==> config.mk <==
export PLATFORM = sky130hd
export DESIGN_NAME = pde_port
export DESIGN_NICKNAME = d
export VERILOG_FILES = /design/src/hw/pde_pkg.sv /design/src/hw/pde_pin_drive.sv /design/src/hw/pde_port.sv
export SDC_FILE = /design/constraint.sdc
export NUM_CORES = 1
export LEC_CHECK = 0
export BUFFER_PORTS_ARGS = -buffer_cell sky130_fd_sc_hd__buf_2
export CAP_MARGIN = 20
export CORE_MARGIN = 4
export CORE_UTILIZATION = 45
export CTS_CLUSTER_SIZE = 40
export DETAILED_ROUTE_END_ITERATION = 12
export PLACE_DENSITY = 0.76
export SYNTH_ARGS = -nofsm -noshare
export SYNTH_HDL_FRONTEND = slang
export SYNTH_SLANG_ARGS = --single-unit
==> constraint.sdc <==
create_clock -name clock_i -period 3.6 [get_ports clock_i]
set_clock_uncertainty 0.15 [all_clocks]
set_input_delay 0.54 -clock clock_i [delete_from_list [all_inputs] [get_ports clock_i]]
set_output_delay 0.54 -clock clock_i [all_outputs]
set_load 0.02 [all_outputs]
==> src/hw/pde_pkg.sv <==
// Package for the eight-pin port: register map, field layouts, drive codes, carriers.
// Assumes a 32-bit AXI4-Lite register bus and one 125 MHz clock.
`default_nettype none
package pde_pkg;
   localparam int unsigned NPIN   = 8;
   localparam int unsigned NAUX   = 16;
   localparam int unsigned AW     = 8;

   // Port form registers (byte addresses)
   localparam logic [7:0] A_OUT   = 8'h00;   // port_output_value
   localparam logic [7:0] A_PV    = 8'h04;   // pin_state_readback
   localparam logic [7:0] A_DM0   = 8'h08;   // drive mode bit 0, per pin
   localparam logic [7:0] A_DM1   = 8'h0c;
   localparam logic [7:0] A_DM2   = 8'h10;
   localparam logic [7:0] A_SLW   = 8'h14;   // slow_slew_select
   localparam logic [7:0] A_IBD   = 8'h18;   // input buffer disable
   localparam logic [7:0] A_BIE   = 8'h1c;   // bidirectional enable
   localparam logic [7:0] A_IT0   = 8'h20;   // edge type bit 0
   localparam logic [7:0] A_IT1   = 8'h24;   // edge type bit 1
   localparam logic [7:0] A_IST   = 8'h28;   // edge status, clear on read
   localparam logic [7:0] A_CFG   = 8'h2c;   // port config
   localparam logic [7:0] A_SPC   = 8'h30;   // special pin config
   localparam logic [7:0] A_AUXS  = 8'h34;   // aux output-enable select, 4 bits per pin
   localparam logic [7:0] A_AUXS1 = 8'h38;
   localparam logic [7:0] A_PIN0  = 8'h40;   // per-pin form, 8 words
   localparam logic [7:0] A_PIN7  = 8'h5c;

   // Per-pin form layout
   localparam int unsigned PF_OUT = 0;
   localparam int unsigned PF_PV  = 1;
   localparam int unsigned PF_DM  = 2;  // 3 bits
   localparam int unsigned PF_SLW = 5;
   localparam int unsigned PF_BIE = 6;
   localparam int unsigned PF_IBD = 7;

   // Port config layout
   localparam int unsigned CF_LVTTL = 0;

   // Special pin config: per pin pair (4 pairs) and per pin
   localparam int unsigned SC_REG  = 0;  // 8 bits: regulated output level per pin
   localparam int unsigned SC_REF  = 8;  // 4 pairs x 2 bits threshold select
   localparam int unsigned SC_CMP  = 16; // 4 bits comparator per pair
   localparam int unsigned SC_HYST = 20; // 8 bits hysteresis per pin

   localparam logic [1:0] RESP_OK  = 2'b00;
   localparam logic [1:0] RESP_ERR = 2'b10;

   typedef enum logic [2:0] {
      DM_ANA_OFF = 3'h0, DM_DIG_INP = 3'h1, DM_PULL_UP = 3'h2, DM_PULL_DN = 3'h3,
      DM_OD_LOW  = 3'h4, DM_OD_HIGH = 3'h5, DM_STRONG  = 3'h6, DM_PULL_UD = 3'h7
   } pde_drive_mode_code_t;

   typedef enum logic [1:0] {
      IT_NONE = 2'h0, IT_RISE = 2'h1, IT_FALL = 2'h2, IT_BOTH = 2'h3
   } pde_edge_t;

   typedef enum logic [1:0] {
      TH_HALF_BANK = 2'h0, TH_04_BANK = 2'h1, TH_HALF_REF = 2'h2, TH_FULL_REF = 2'h3
   } pde_thresh_t;

   // One pin's pad controls
   typedef struct packed {
      logic strong_hi;
      logic strong_lo;
      logic res_hi;
      logic res_lo;
      logic in_en;
      logic slow;
      logic reg_lvl;
   } pde_pad_t;

   typedef struct packed {
      logic [AW-1:0] awaddr;
      logic          awvalid;
      logic [31:0]   wdata;
      logic [3:0]    wstrb;
      logic          wvalid;
      logic          bready;
      logic [AW-1:0] araddr;
      logic          arvalid;
      logic          rready;
   } pde_axi_req_t;

   typedef struct packed {
      logic        awready;
      logic        wready;
      logic [1:0]  bresp;
      logic        bvalid;
      logic        arready;
      logic [31:0] rdata;
      logic [1:0]  rresp;
      logic        rvalid;
   } pde_axi_rsp_t;
endpackage
`default_nettype wire

==> src/hw/pde_pin_drive.sv <==
// One pin's drive decoder: mode code, data and output enable to pad controls.
// Assumes the pad model resolves strong/resistive drive from these levels.
`default_nettype none
module pde_pin_drive (
   input  wire logic                        data_i,
   input  wire pde_pkg::pde_drive_mode_code_t mode_i,
   input  wire logic                        bidir_i,
   input  wire logic                        oe_i,
   input  wire logic                        slow_i,
   input  wire logic                        ibuf_dis_i,
   input  wire logic                        reg_lvl_i,
   output pde_pkg::pde_pad_t                pad_o
);
   pde_pkg::pde_drive_mode_code_t eff;

   always_comb begin
      eff = mode_i;
      // RL9 Bidir uses oe
      if (bidir_i && !oe_i) begin
         eff = pde_pkg::DM_DIG_INP;
      end
      // RL7 Pulls off when regulated
      if (reg_lvl_i && (eff == pde_pkg::DM_PULL_UP || eff == pde_pkg::DM_PULL_DN ||
                        eff == pde_pkg::DM_PULL_UD)) begin
         eff = pde_pkg::DM_DIG_INP;
      end
      pad_o = '0;
      pad_o.reg_lvl = reg_lvl_i;
      // RL18 Code to drive
      unique case (eff)
         // RL1 Analog off
         pde_pkg::DM_ANA_OFF: pad_o.in_en = 1'b0;
         // RL2 Digital input
         pde_pkg::DM_DIG_INP: pad_o.in_en = 1'b1;
         // RL3 Resistive pulls
         pde_pkg::DM_PULL_UP: begin
            pad_o.res_hi    = data_i;
            pad_o.strong_lo = !data_i;
            pad_o.in_en     = 1'b1;
         end
         pde_pkg::DM_PULL_DN: begin
            pad_o.strong_hi = data_i;
            pad_o.res_lo    = !data_i;
            pad_o.in_en     = 1'b1;
         end
         // RL4 Open drain
         pde_pkg::DM_OD_LOW: begin
            pad_o.strong_lo = !data_i;
            pad_o.in_en     = 1'b1;
         end
         pde_pkg::DM_OD_HIGH: begin
            pad_o.strong_hi = data_i;
            pad_o.in_en     = 1'b1;
         end
         // RL5 Strong drive
         pde_pkg::DM_STRONG: begin
            pad_o.strong_hi = data_i;
            pad_o.strong_lo = !data_i;
            pad_o.in_en     = 1'b1;
         end
         // RL6 Combined pulls
         pde_pkg::DM_PULL_UD: begin
            pad_o.res_hi = data_i;
            pad_o.res_lo = !data_i;
            pad_o.in_en  = 1'b1;
         end
      endcase
      // RL10 Slew in strong/od
      pad_o.slow = slow_i && (eff == pde_pkg::DM_STRONG || eff == pde_pkg::DM_OD_LOW ||
                              eff == pde_pkg::DM_OD_HIGH);
      // RL14 Buffer disable
      if (ibuf_dis_i) begin
         pad_o.in_en = 1'b0;
      end
   end
endmodule
`default_nettype wire

==> src/hw/pde_port.sv <==
// Eight-pin I/O port: drive modes, slew, bidir, input buffers, edge status, special pins.
// Assumes AXI4-Lite master on clock_i; pin inputs and aux enables are asynchronous.
//
// Design decisions made here: the placing of the registers and the AXI4-Lite slave port.
`default_nettype none

// Overview of operation
// RL1: After reset every pin is analog high impedance, no drive, no input.
// RL2: Digital high impedance: driver off, input buffer on.
// RL3: Single pull modes: strong one way, resistor the other, in and out.
// RL4: Open drain modes: strong one way, high impedance the other.
// RL5: Strong mode drives both levels; meant for outputs.
// RL6: Combined pull mode: resistor up for one, resistor down for zero.
// RL7: Regulated-level special pins lose all resistive pull modes.
// RL8: Settings reachable by port form and per-pin form, interchangeably.
// RL9: Bidirectional pins switch to digital input when selected aux enable low.
// RL10: Per pin slow slew, effective only in strong and open drain.
// RL11: Each pin detects rise, fall, both or none; one port interrupt.
// RL12: Edge sets status bit and raises port interrupt request.
// RL13: Edge detection runs always, no level detection. Here edges are seen only while the pin's input buffer is on.
// RL14: Port LVTTL threshold select; per pin input buffer disable.
// RL15: Special pin chooses bank supply or regulated output high level.
// RL16: Pin pairs share threshold: half or 0.4 bank, half or full reference.
// RL17: Pin pair comparator mode with optional per pin hysteresis.
// RL18: Three-bit drive code maps zero to seven in listed order.
// RL19: Pin reads come from pin state, writes go to output value.
// RL20: Drive state and output value hold until changed or reset.
// RL21: Reading status clears read bits; request high while any set.
module pde_port (
   input  wire logic                 clock_i,
   input  wire logic                 resetn_i,
   input  wire pde_pkg::pde_axi_req_t axi_i,
   output pde_pkg::pde_axi_rsp_t     axi_o,
   input  wire logic [7:0]           pin_in_i,
   input  wire logic [15:0]          aux_oe_i,
   output pde_pkg::pde_pad_t [7:0]   pad_o,
   output logic                      lvttl_o,
   output logic [7:0]                hyst_o,
   output logic [7:0]                ref_sel_o,
   output logic [3:0]                cmp_mode_o,
   output logic                      irq_o
);
   typedef struct packed {
      logic [7:0]  outv;
      logic [7:0]  dm0;
      logic [7:0]  dm1;
      logic [7:0]  dm2;
      logic [7:0]  slw;
      logic [7:0]  ibd;
      logic [7:0]  bie;
      logic [7:0]  it0;
      logic [7:0]  it1;
      logic [7:0]  ist;
      logic        lvttl;
      logic [27:0] spc;
      logic [63:0] auxs;
      logic [7:0]  s1;
      logic [7:0]  s2;
      logic [7:0]  prev;
      logic [15:0] oe1;
      logic [15:0] oe2;
      logic [7:0]  aw;
      logic        awv;
      logic [31:0] wd;
      logic [3:0]  ws;
      logic        wv;
      logic        bv;
      logic [1:0]  br;
      logic        rv;
      logic [31:0] rd;
      logic [1:0]  rr;
      logic        awrdy;
      logic        wrdy;
      logic        arrdy;
      logic        irq;
      pde_pkg::pde_pad_t [7:0] pad;
   } pde_st_t;

   pde_st_t s_r, s_nxt;
   pde_pkg::pde_pad_t [7:0] pad_w;
   logic [7:0] oe_sel;
   logic [7:0] in_val;

   generate
      for (genvar g = 0; g < 8; g++) begin : g_pin
         // RL9 Pick aux enable
         assign oe_sel[g] = s_r.oe2[s_r.auxs[g*4 +: 4]];
         pde_pin_drive u_drv (
            .data_i     (s_r.outv[g]),
            .mode_i     (pde_pkg::pde_drive_mode_code_t'({s_r.dm2[g], s_r.dm1[g], s_r.dm0[g]})),
            .bidir_i    (s_r.bie[g]),
            .oe_i       (oe_sel[g]),
            .slow_i     (s_r.slw[g]),
            .ibuf_dis_i (s_r.ibd[g]),
            .reg_lvl_i  (s_r.spc[pde_pkg::SC_REG + g]),
            .pad_o      (pad_w[g])
         );
         // RL1 No input when buffer off
         assign in_val[g] = s_r.s2[g] & s_r.pad[g].in_en;
      end
   endgenerate

   function automatic logic [31:0] pin_word(input pde_st_t s, input int p);
      logic [31:0] w;
      w = '0;
      w[pde_pkg::PF_OUT]      = s.outv[p];
      w[pde_pkg::PF_PV]       = s.s2[p] & s.pad[p].in_en;
      w[pde_pkg::PF_DM +: 3]  = {s.dm2[p], s.dm1[p], s.dm0[p]};
      w[pde_pkg::PF_SLW]      = s.slw[p];
      w[pde_pkg::PF_BIE]      = s.bie[p];
      w[pde_pkg::PF_IBD]      = s.ibd[p];
      return w;
   endfunction

   always_comb begin
      logic        rd;
      logic [7:0]  wb;
      logic [2:0]  pi;
      logic [7:0]  ev;
      logic [31:0] rw;
      logic        ok;
      s_nxt = s_r;
      rd = 1'b0;
      wb = '0;
      pi = '0;
      ev = '0;
      rw = '0;
      ok = 1'b1;
      s_nxt.s1   = pin_in_i;
      s_nxt.s2   = s_r.s1;
      s_nxt.oe1  = aux_oe_i;
      s_nxt.oe2  = s_r.oe1;
      s_nxt.prev = in_val;
      s_nxt.pad  = pad_w;
      // Write address/data capture
      if (axi_i.awvalid && !s_r.awv && !s_r.bv) begin
         s_nxt.awv = 1'b1;
         s_nxt.aw  = axi_i.awaddr;
      end
      if (axi_i.wvalid && !s_r.wv && !s_r.bv) begin
         s_nxt.wv = 1'b1;
         s_nxt.wd = axi_i.wdata;
         s_nxt.ws = axi_i.wstrb;
      end
      if (s_r.bv && axi_i.bready) begin
         s_nxt.bv = 1'b0;
      end
      if (s_r.rv && axi_i.rready) begin
         s_nxt.rv = 1'b0;
      end
      // RL11 Edge detect per type
      for (int i = 0; i < 8; i++) begin
         unique case (pde_pkg::pde_edge_t'({s_r.it1[i], s_r.it0[i]}))
            pde_pkg::IT_NONE: ev[i] = 1'b0;
            pde_pkg::IT_RISE: ev[i] = in_val[i] & ~s_r.prev[i];
            pde_pkg::IT_FALL: ev[i] = ~in_val[i] & s_r.prev[i];
            pde_pkg::IT_BOTH: ev[i] = in_val[i] ^ s_r.prev[i];
         endcase
      end
      // Register write
      if (s_r.awv && s_r.wv) begin
         wb = s_r.wd[7:0];
         s_nxt.awv = 1'b0;
         s_nxt.wv  = 1'b0;
         s_nxt.bv  = 1'b1;
         s_nxt.br  = pde_pkg::RESP_OK;
         // RL19 Writes hit output value
         // RL8 Port form writes
         if (s_r.ws[0]) begin
            unique case (s_r.aw)
               pde_pkg::A_OUT:   s_nxt.outv  = wb;
               pde_pkg::A_PV:    ;
               pde_pkg::A_DM0:   s_nxt.dm0   = wb;
               pde_pkg::A_DM1:   s_nxt.dm1   = wb;
               pde_pkg::A_DM2:   s_nxt.dm2   = wb;
               pde_pkg::A_SLW:   s_nxt.slw   = wb;
               pde_pkg::A_IBD:   s_nxt.ibd   = wb;
               pde_pkg::A_BIE:   s_nxt.bie   = wb;
               pde_pkg::A_IT0:   s_nxt.it0   = wb;
               pde_pkg::A_IT1:   s_nxt.it1   = wb;
               pde_pkg::A_IST:   ;
               // RL14 Threshold select
               pde_pkg::A_CFG:   s_nxt.lvttl = wb[pde_pkg::CF_LVTTL];
               pde_pkg::A_SPC:   ;
               pde_pkg::A_AUXS:  ;
               pde_pkg::A_AUXS1: ;
               default:          ok = 1'b0;
            endcase
         end
         // RL15 Special pin config
         if (s_r.aw == pde_pkg::A_SPC) begin
            for (int b = 0; b < 4; b++) begin
               if (s_r.ws[b]) begin
                  for (int k = 0; k < 8; k++) begin
                     if (b*8 + k < 28) begin
                        s_nxt.spc[b*8 + k] = s_r.wd[b*8 + k];
                     end
                  end
               end
            end
         end
         if (s_r.aw == pde_pkg::A_AUXS || s_r.aw == pde_pkg::A_AUXS1) begin
            for (int b = 0; b < 4; b++) begin
               if (s_r.ws[b]) begin
                  s_nxt.auxs[(s_r.aw == pde_pkg::A_AUXS1 ? 32 : 0) + b*8 +: 8] =
                     s_r.wd[b*8 +: 8];
               end
            end
         end
         // RL8 Per-pin form writes
         if (s_r.aw >= pde_pkg::A_PIN0 && s_r.aw <= pde_pkg::A_PIN7 && s_r.aw[1:0] == 2'b00) begin
            ok = 1'b1;
            pi = 3'((s_r.aw - pde_pkg::A_PIN0) >> 2);
            if (s_r.ws[0]) begin
               s_nxt.outv[pi] = wb[pde_pkg::PF_OUT];
               s_nxt.dm0[pi]  = wb[pde_pkg::PF_DM];
               s_nxt.dm1[pi]  = wb[pde_pkg::PF_DM + 1];
               s_nxt.dm2[pi]  = wb[pde_pkg::PF_DM + 2];
               s_nxt.slw[pi]  = wb[pde_pkg::PF_SLW];
               s_nxt.bie[pi]  = wb[pde_pkg::PF_BIE];
               s_nxt.ibd[pi]  = wb[pde_pkg::PF_IBD];
            end
         end
         if (!ok) begin
            s_nxt.br = pde_pkg::RESP_ERR;
         end
      end
      // Register read
      if (axi_i.arvalid && !s_r.rv) begin
         rd = 1'b1;
         s_nxt.rv = 1'b1;
         s_nxt.rr = pde_pkg::RESP_OK;
         unique case (axi_i.araddr)
            pde_pkg::A_OUT:   rw = {24'h000000, s_r.outv};
            // RL19 Reads from pin state
            pde_pkg::A_PV:    rw = {24'h000000, in_val};
            pde_pkg::A_DM0:   rw = {24'h000000, s_r.dm0};
            pde_pkg::A_DM1:   rw = {24'h000000, s_r.dm1};
            pde_pkg::A_DM2:   rw = {24'h000000, s_r.dm2};
            pde_pkg::A_SLW:   rw = {24'h000000, s_r.slw};
            pde_pkg::A_IBD:   rw = {24'h000000, s_r.ibd};
            pde_pkg::A_BIE:   rw = {24'h000000, s_r.bie};
            pde_pkg::A_IT0:   rw = {24'h000000, s_r.it0};
            pde_pkg::A_IT1:   rw = {24'h000000, s_r.it1};
            pde_pkg::A_IST:   rw = {24'h000000, s_r.ist};
            pde_pkg::A_CFG:   rw = {31'h00000000, s_r.lvttl};
            pde_pkg::A_SPC:   rw = {4'h0, s_r.spc};
            pde_pkg::A_AUXS:  rw = s_r.auxs[31:0];
            pde_pkg::A_AUXS1: rw = s_r.auxs[63:32];
            default: begin
               if (axi_i.araddr >= pde_pkg::A_PIN0 && axi_i.araddr <= pde_pkg::A_PIN7 &&
                   axi_i.araddr[1:0] == 2'b00) begin
                  rw = pin_word(s_r, int'((axi_i.araddr - pde_pkg::A_PIN0) >> 2));
               end else begin
                  s_nxt.rr = pde_pkg::RESP_ERR;
               end
            end
         endcase
         s_nxt.rd = rw;
      end
      // RL21 Clear on read, set wins
      if (rd && axi_i.araddr == pde_pkg::A_IST) begin
         s_nxt.ist = s_r.ist & ~s_r.ist;
      end
      // RL12 Edge sets status
      // RL13 Always running
      s_nxt.ist = s_nxt.ist | ev;
      s_nxt.irq = |s_nxt.ist;
      s_nxt.awrdy = !s_nxt.awv && !s_nxt.bv;
      s_nxt.wrdy  = !s_nxt.wv && !s_nxt.bv;
      s_nxt.arrdy = !s_nxt.rv;
   end

   // RL20 State held until changed
   always_ff @(posedge clock_i or negedge resetn_i) begin
      if (!resetn_i) begin
         s_r <= '0;
      end else begin
         s_r <= s_nxt;
      end
   end

   assign axi_o.awready = s_r.awrdy;
   assign axi_o.wready  = s_r.wrdy;
   assign axi_o.bvalid  = s_r.bv;
   assign axi_o.bresp   = s_r.br;
   assign axi_o.arready = s_r.arrdy;
   assign axi_o.rvalid  = s_r.rv;
   assign axi_o.rdata   = s_r.rd;
   assign axi_o.rresp   = s_r.rr;
   assign pad_o         = s_r.pad;
   assign lvttl_o       = s_r.lvttl;
   // RL17 Hysteresis and comparator
   assign hyst_o        = s_r.spc[pde_pkg::SC_HYST +: 8];
   assign cmp_mode_o    = s_r.spc[pde_pkg::SC_CMP +: 4];
   // RL16 Pair threshold select
   assign ref_sel_o     = s_r.spc[pde_pkg::SC_REF +: 8];
   // RL12 Request while any set
   assign irq_o         = s_r.irq;
endmodule
`default_nettype wire

; Word-level counts from Yosys, hierarchy flattened
; Cells that the tools add are included.
[totals]
word_cells = 639
n_memories = 0
mem_bits_ro = 0
ff_bits = 373
in_bits = 83
ramBits = 0
latchBits = 0
[classes]
shift = 8
eq_ne = 135
bitwise = 52
add_sub_neg = 9
reduce_logical = 168
mux = 161
n_div = 0
mul = 0
order_cmp = 15
[op_table]
columns = operator, count
row1 = 64-bit two-way mux, 10
row2 = 32-bit case mux with 15 select lines, 1
row3 = 64-bit bitwise mux, 4
row4 = 8-bit by 33-bit variable shift with 64-bit output (first input constant), 4
row5 = 8-bit by 33-bit indexed part select with 64-bit output, 4
row6 = 72-bit two-way mux, 2
row7 = 3-bit == test (second input constant), 40
row8 = 8-bit by 6-bit == test with 1-bit output (second input constant), 14
row9 = 56-bit two-way mux, 2
row10 = 32-bit negator with 33-bit output, 3
row11 = 3-bit by 2-bit == test with 1-bit output (second input constant), 32
row12 = 8-bit two-way mux, 11
row13 = 1-bit two-way mux, 67
row14 = 8-bit by 5-bit == test with 1-bit output (second input constant), 8
row15 = 8-bit bitwise mux, 7
row16 = 7-bit OR reduction, 8
row17 = 3-bit two-way mux, 17
row18 = 3-bit OR reduction, 16
row19 = 1-bit logical AND, 40
row20 = 4-bit by 5-bit less-than comparator with 1-bit output (second input constant), 8
row21 = 35-bit two-way mux, 1
row22 = 1-bit logical OR, 33
row23 = 7-bit negator with 33-bit output, 1
row24 = 32-bit by 5-bit adder with 32-bit output (second input constant), 1
row25 = other kinds (40), 214

; Depth between registers and ports, before layout
[depth]
depth_word = 18
depth_mapped = 8
depth_no_buf = 8

; By module
; A second synthesis with hierarchy kept.
[unflattened]
hier_cells = 1556
hier_area_um2 = 18709.2
[modules_own_cells]
columns = module, area_each_um2, n_inst, cells_each
row1 = pde_port, 17608.1, 1, 1388
row2 = pde_pin_drive, 137.6, 8, 21

; Worst setup path after synthesis
; OpenSTA, ideal clock, no wires.
[synth_path]
path_kind = input to register
start = input axi_i[9] in the netlist's numbering
end = register s_r, in the netlist irq_o
arrival_time_ns = 2.069
t_required_ns = 3.311
path_stages = 6
setup_slack_ns = 1.243
setup_ns = 0.139
cell_sequence = clkbuf_1 > nor4b_2 > nand3_2 > a221o_1 > nor4_1 > nand3_1
[synth_lines]
columns = item, line
row1 = from (decl), pde_port.sv:32  ; input wire pde_pkg::pde_axi_req_t axi_i,
row2 = to (signal assigned), pde_port.sv:279  ; s_r <= s_nxt;
row3 = to (decl), pde_port.sv:79  ; pde_st_t s_r, s_nxt;

; Final worst setup path
[layout_path]
start = register s_r[141] in the netlist's numbering
end = register s_r[358] in the netlist's numbering
[layout_between]
elab_chain_len = 7
elab_cells_between_ends = 11
cone_classes = 2 x order compare / 1 x eq/ne / 6 x mux / 2 x reduce/logical
[layout_rtl]
columns = item, line
row1 = 8-bit by 4-bit == test with 1-bit output, pde_port.sv:170  ; unique case (s_r.aw)
row2 = 8-bit two-way mux, pde_port.sv:170
row3 = 72-bit two-way mux, pde_port.sv:169  ; if (s_r.ws[0]) begin
row4 = 72-bit two-way mux, pde_port.sv:161  ; if (s_r.awv && s_r.wv) begin
row5 = 8-bit bitwise mux, pde_port.sv:216  ; s_nxt.dm0[pi] = wb[pde_pkg::PF_DM];
row6 = 56-bit two-way mux, pde_port.sv:214  ; if (s_r.ws[0]) begin
row7 = 56-bit two-way mux (*), pde_port.sv:211  ; if (s_r.aw >= pde_pkg::A_PIN0 && s_r.aw <= pde_pkg::A_PIN7 && s_r.aw[1:0] == 2'b00) begin
; Mark *: on every way between the ends. The rest lies on a longest branch, timed or not. The select of a mux whose other input is x is not followed.
; A chain may end at the register's enable or synchronous reset.

==> out/summary.txt <==
Result of the run: finished, final reports clean
Ys flop type: dfrtp_1
Syn Inst Count: 1608
Critical Path End Type: flop
Post-DP HPWL: 41300 µm
Drt first pass iters: 7
Drt total wl: 58000 µm
Worst-Skew Late Latency: 0.58 ns
Clk slew on worst S/H paths: 0.06 ns
CTS H-tree depth: 2
Top-count cell post-synth: dfrtp_1
Die Area: 44400 µm²
# DRC: 0
Postcts setup bufs: 0
CTS sink count: 371
Final ANT Viol Nets: 0
Hold path endpoint: axi_o[0]$_DFF_PN0_
Biggest area consumer among synthesized cells: dfrtp_1
Top Ports: 202
IO buf count: 199
Drt wl/cell: 25.7 µm
Largest net degree at the start of global routing: 76
Max capacitance violation total: 0
Synthesized area per cell: 11.5 µm²
Crit path DAT: 3.20 ns
RSZ-0062 raised after global routing: no
Final hold vios: 0
Area growth syn-to-layout: 12.7%
Max Fclk: 0.350 GHz
Initial antenna violation count: 0
HP Class: in -> reg
Least-Margin Pin Slew: 1.00 ns
Pleak: 0.00954 µW
Slew headroom: 33.1%
Ys Warns: 0
Clock buffer depth: 3
CP Class: reg -> reg
Crit Path Max Fanout: 20
Cts bufs inserted: 40
Via Count: 14043
Global route overflow: 0
Final net count: 1799
Post-synth top cells: dfrtp_1 (371), mux2_2 (167), buf_4 (117), nand2_1 (108), nor3_1 (81)
Final Cell Area: 20800 µm²
Final Wtd Congestion: 0.976
Share of cells above drive strength 1: 31.8%
Setup tns final: 0 ns
Row count: 73
Root Buffer: clkbuf_16
Slew Limit Fails: 0
Top post-synthesis cells by area: dfrtp_1 (50%), mux2_2 (10%), mux4_2 (6.1%)
Synth async-reset ratio: 100%
Hold path startpoint: axi_i[0]
Yosys reg bits: 371
Sequential Area: 9280 µm²
Vias in the first global route: 14213
Starting Density: 46.0%
Crit start category: flop
Fill cells: 3454
Post-CTS sizing: 0
Sequential area share after synthesis: 50.2%
Yosys top cell area share: 50.2%
Area of the multi-input gates: 7770 µm²
Max VDD drop: 0.000374 V
R2R Path Start: s_r[141]$_DFFE_PN0P_
Final period util: 79.5%
PwrDens: 634 nW/µm²
Reg2Reg Setup Slack: 0.74 ns
First-pass GRT wire length: 88900 µm
Synthesized area: 18500 µm²
Avg Vias per Cell: 6.23
Yosys cell types: 66
Starting DRT DRC Count: 1570
Total global-route track usage: 25.9%
Number of enable flip-flop cells after synthesis: 0
Reg-to-Reg End: s_r[358]$_DFFE_PN0P_
Core area: 40200 µm²
Setup violators final: 0
Die width: 211 µm
CTS tree: yes
Die Ht: 211 µm
Final min period: 2.86 ns
Antenna Cells: 0
Post-DP Area: 19300 µm²
Required @ worst endpoint: 3.93 ns
Hold depth: 2
Worst r2r path cells: 6
[critical path, stage by stage, from the launching register on]
cell and delay [ns]:
dfrtp_1 0.44, nor4_2 0.56, nand4_1 0.51, buf_4 0.40, nor2_1 0.45, nor3_1 0.10
a21oi_1 0.16
[cells in the final DEF (no fill, tap or decap), types with 7 or more instances in the layout]
master / n
nand3_1: 33
ha_1: 16
nand2_1: 108
mux2i_1: 33
mux2_4: 8
a211oi_1: 15
a22oi_1: 15
o21ai_0: 54
clkinv_2: 9
a21oi_1: 60
mux2_2: 167
and3_1: 15
nor2b_1: 22
xnor2_1: 7
clkbuf_1: 9
buf_4: 38
buf_2: 198
dfrtp_1: 371
dlygate4sd3_1: 27
o32ai_1: 27
inv_1: 39
a31oi_1: 10
nor4_1: 16
clkbuf_16: 41
nand2b_1: 16
or3_1: 8
nor2_1: 62
nor3_1: 81
mux4_2: 50
a222oi_1: 22
o22ai_1: 23
nand4_1: 8
[sequential cells by signal, indices dropped and copies added (netlist names)]
name / count
s_r: 230
ref_sel_o: 8
lvttl_o: 1
pad_o: 56
irq_o: 1
s_nxt: 24
cmp_mode_o: 4
axi_o: 39
hyst_o: 8
[how the worst max path moves through the flow]
| stage | startpoint | endpoint | slack (ns) | cells past startpoint |
|---|---|---|---|---|
| 2_1_floorplan | axi_i[9] | irq_o$_DFF_PN0_ | 1.24 | 6 |
| 3_3_place_gp | axi_i[6] | irq_o$_DFF_PN0_ | 0.77 | 6 |
| 3_5_place_dp | axi_i[6] | axi_o[25]$_DFFE_PN0P_ | 0.73 | 6 |
| 4_1_cts | s_r[213]$_DFFE_PN0P_ | pad_o[23]$_DFF_PN0_ | 0.84 | 5 |
| 5_1_grt | s_r[141]$_DFFE_PN0P_ | s_r[326]$_DFFE_PN0P_ | 0.53 | 6 |
| 6_report | s_r[141]$_DFFE_PN0P_ | s_r[358]$_DFFE_PN0P_ | 0.74 | 6 |
[final cells by class]
cell class,instances,area share (%)
Clock inverter,19,1.06
Inverter,40,0.720
Multi-Input combinational cell,978,37.3
Sequential cell,371,44.5
Timing Repair Buffer,269,7.97
Clock buffer,53,5.28
Tap cell,525,3.15
[power breakdown]
group / internal [µW] / switching, µW
Sequential: 4870 / 1450
Combinational: 1280 / 1470
Clock: 2390 / 1740
[per-layer routing]
layer,track usage (%),wire (µm),up-vias
met2,41.7,27300,860
met1,34.8,22600,7043
met4,10.8,2650,0
li1,-,-,5982
met3,4.90,5400,158
met5,0,0,-
[through the flow]
stage / total power, µW / worst slack (ns) / hold slack, ns / std cells / utilization (%)
floorplan: 7820 / 1.24 / 0.0944 / 1609 / -
CTS: 13200 / 0.837 / 0.000410 / 2255 / 51.9
detailed placement: 9040 / 0.732 / 0.187 / 2156 / 47.9
global route: 13800 / 0.528 / 0.0105 / 2255 / 51.9
global placement: 8930 / 0.768 / 0.183 / 2156 / 47.9
finish: 13200 / 0.739 / 0.0216 / 2255 / 51.9
[what timing repair did]
item,in CTS,in global routing
hold buffers,27,0
endpoints found under the hold margin,93,0
setup endpoints to repair,0,0
[cells by family after synthesis]
family,count (synthesis),synth area share [%]
AND/OR/NAND/NOR,417,11.6
flip-flops,371,50.2
other,1,0.0203
buffers and inverters,260,7.80
multiplexers,258,18.7
XOR/XNOR,8,0.379
adder cells (fa/ha/maj),16,1.08
AO/OA/AOI/OAI,277,10.2
Power figures use the tool's default switching activity.
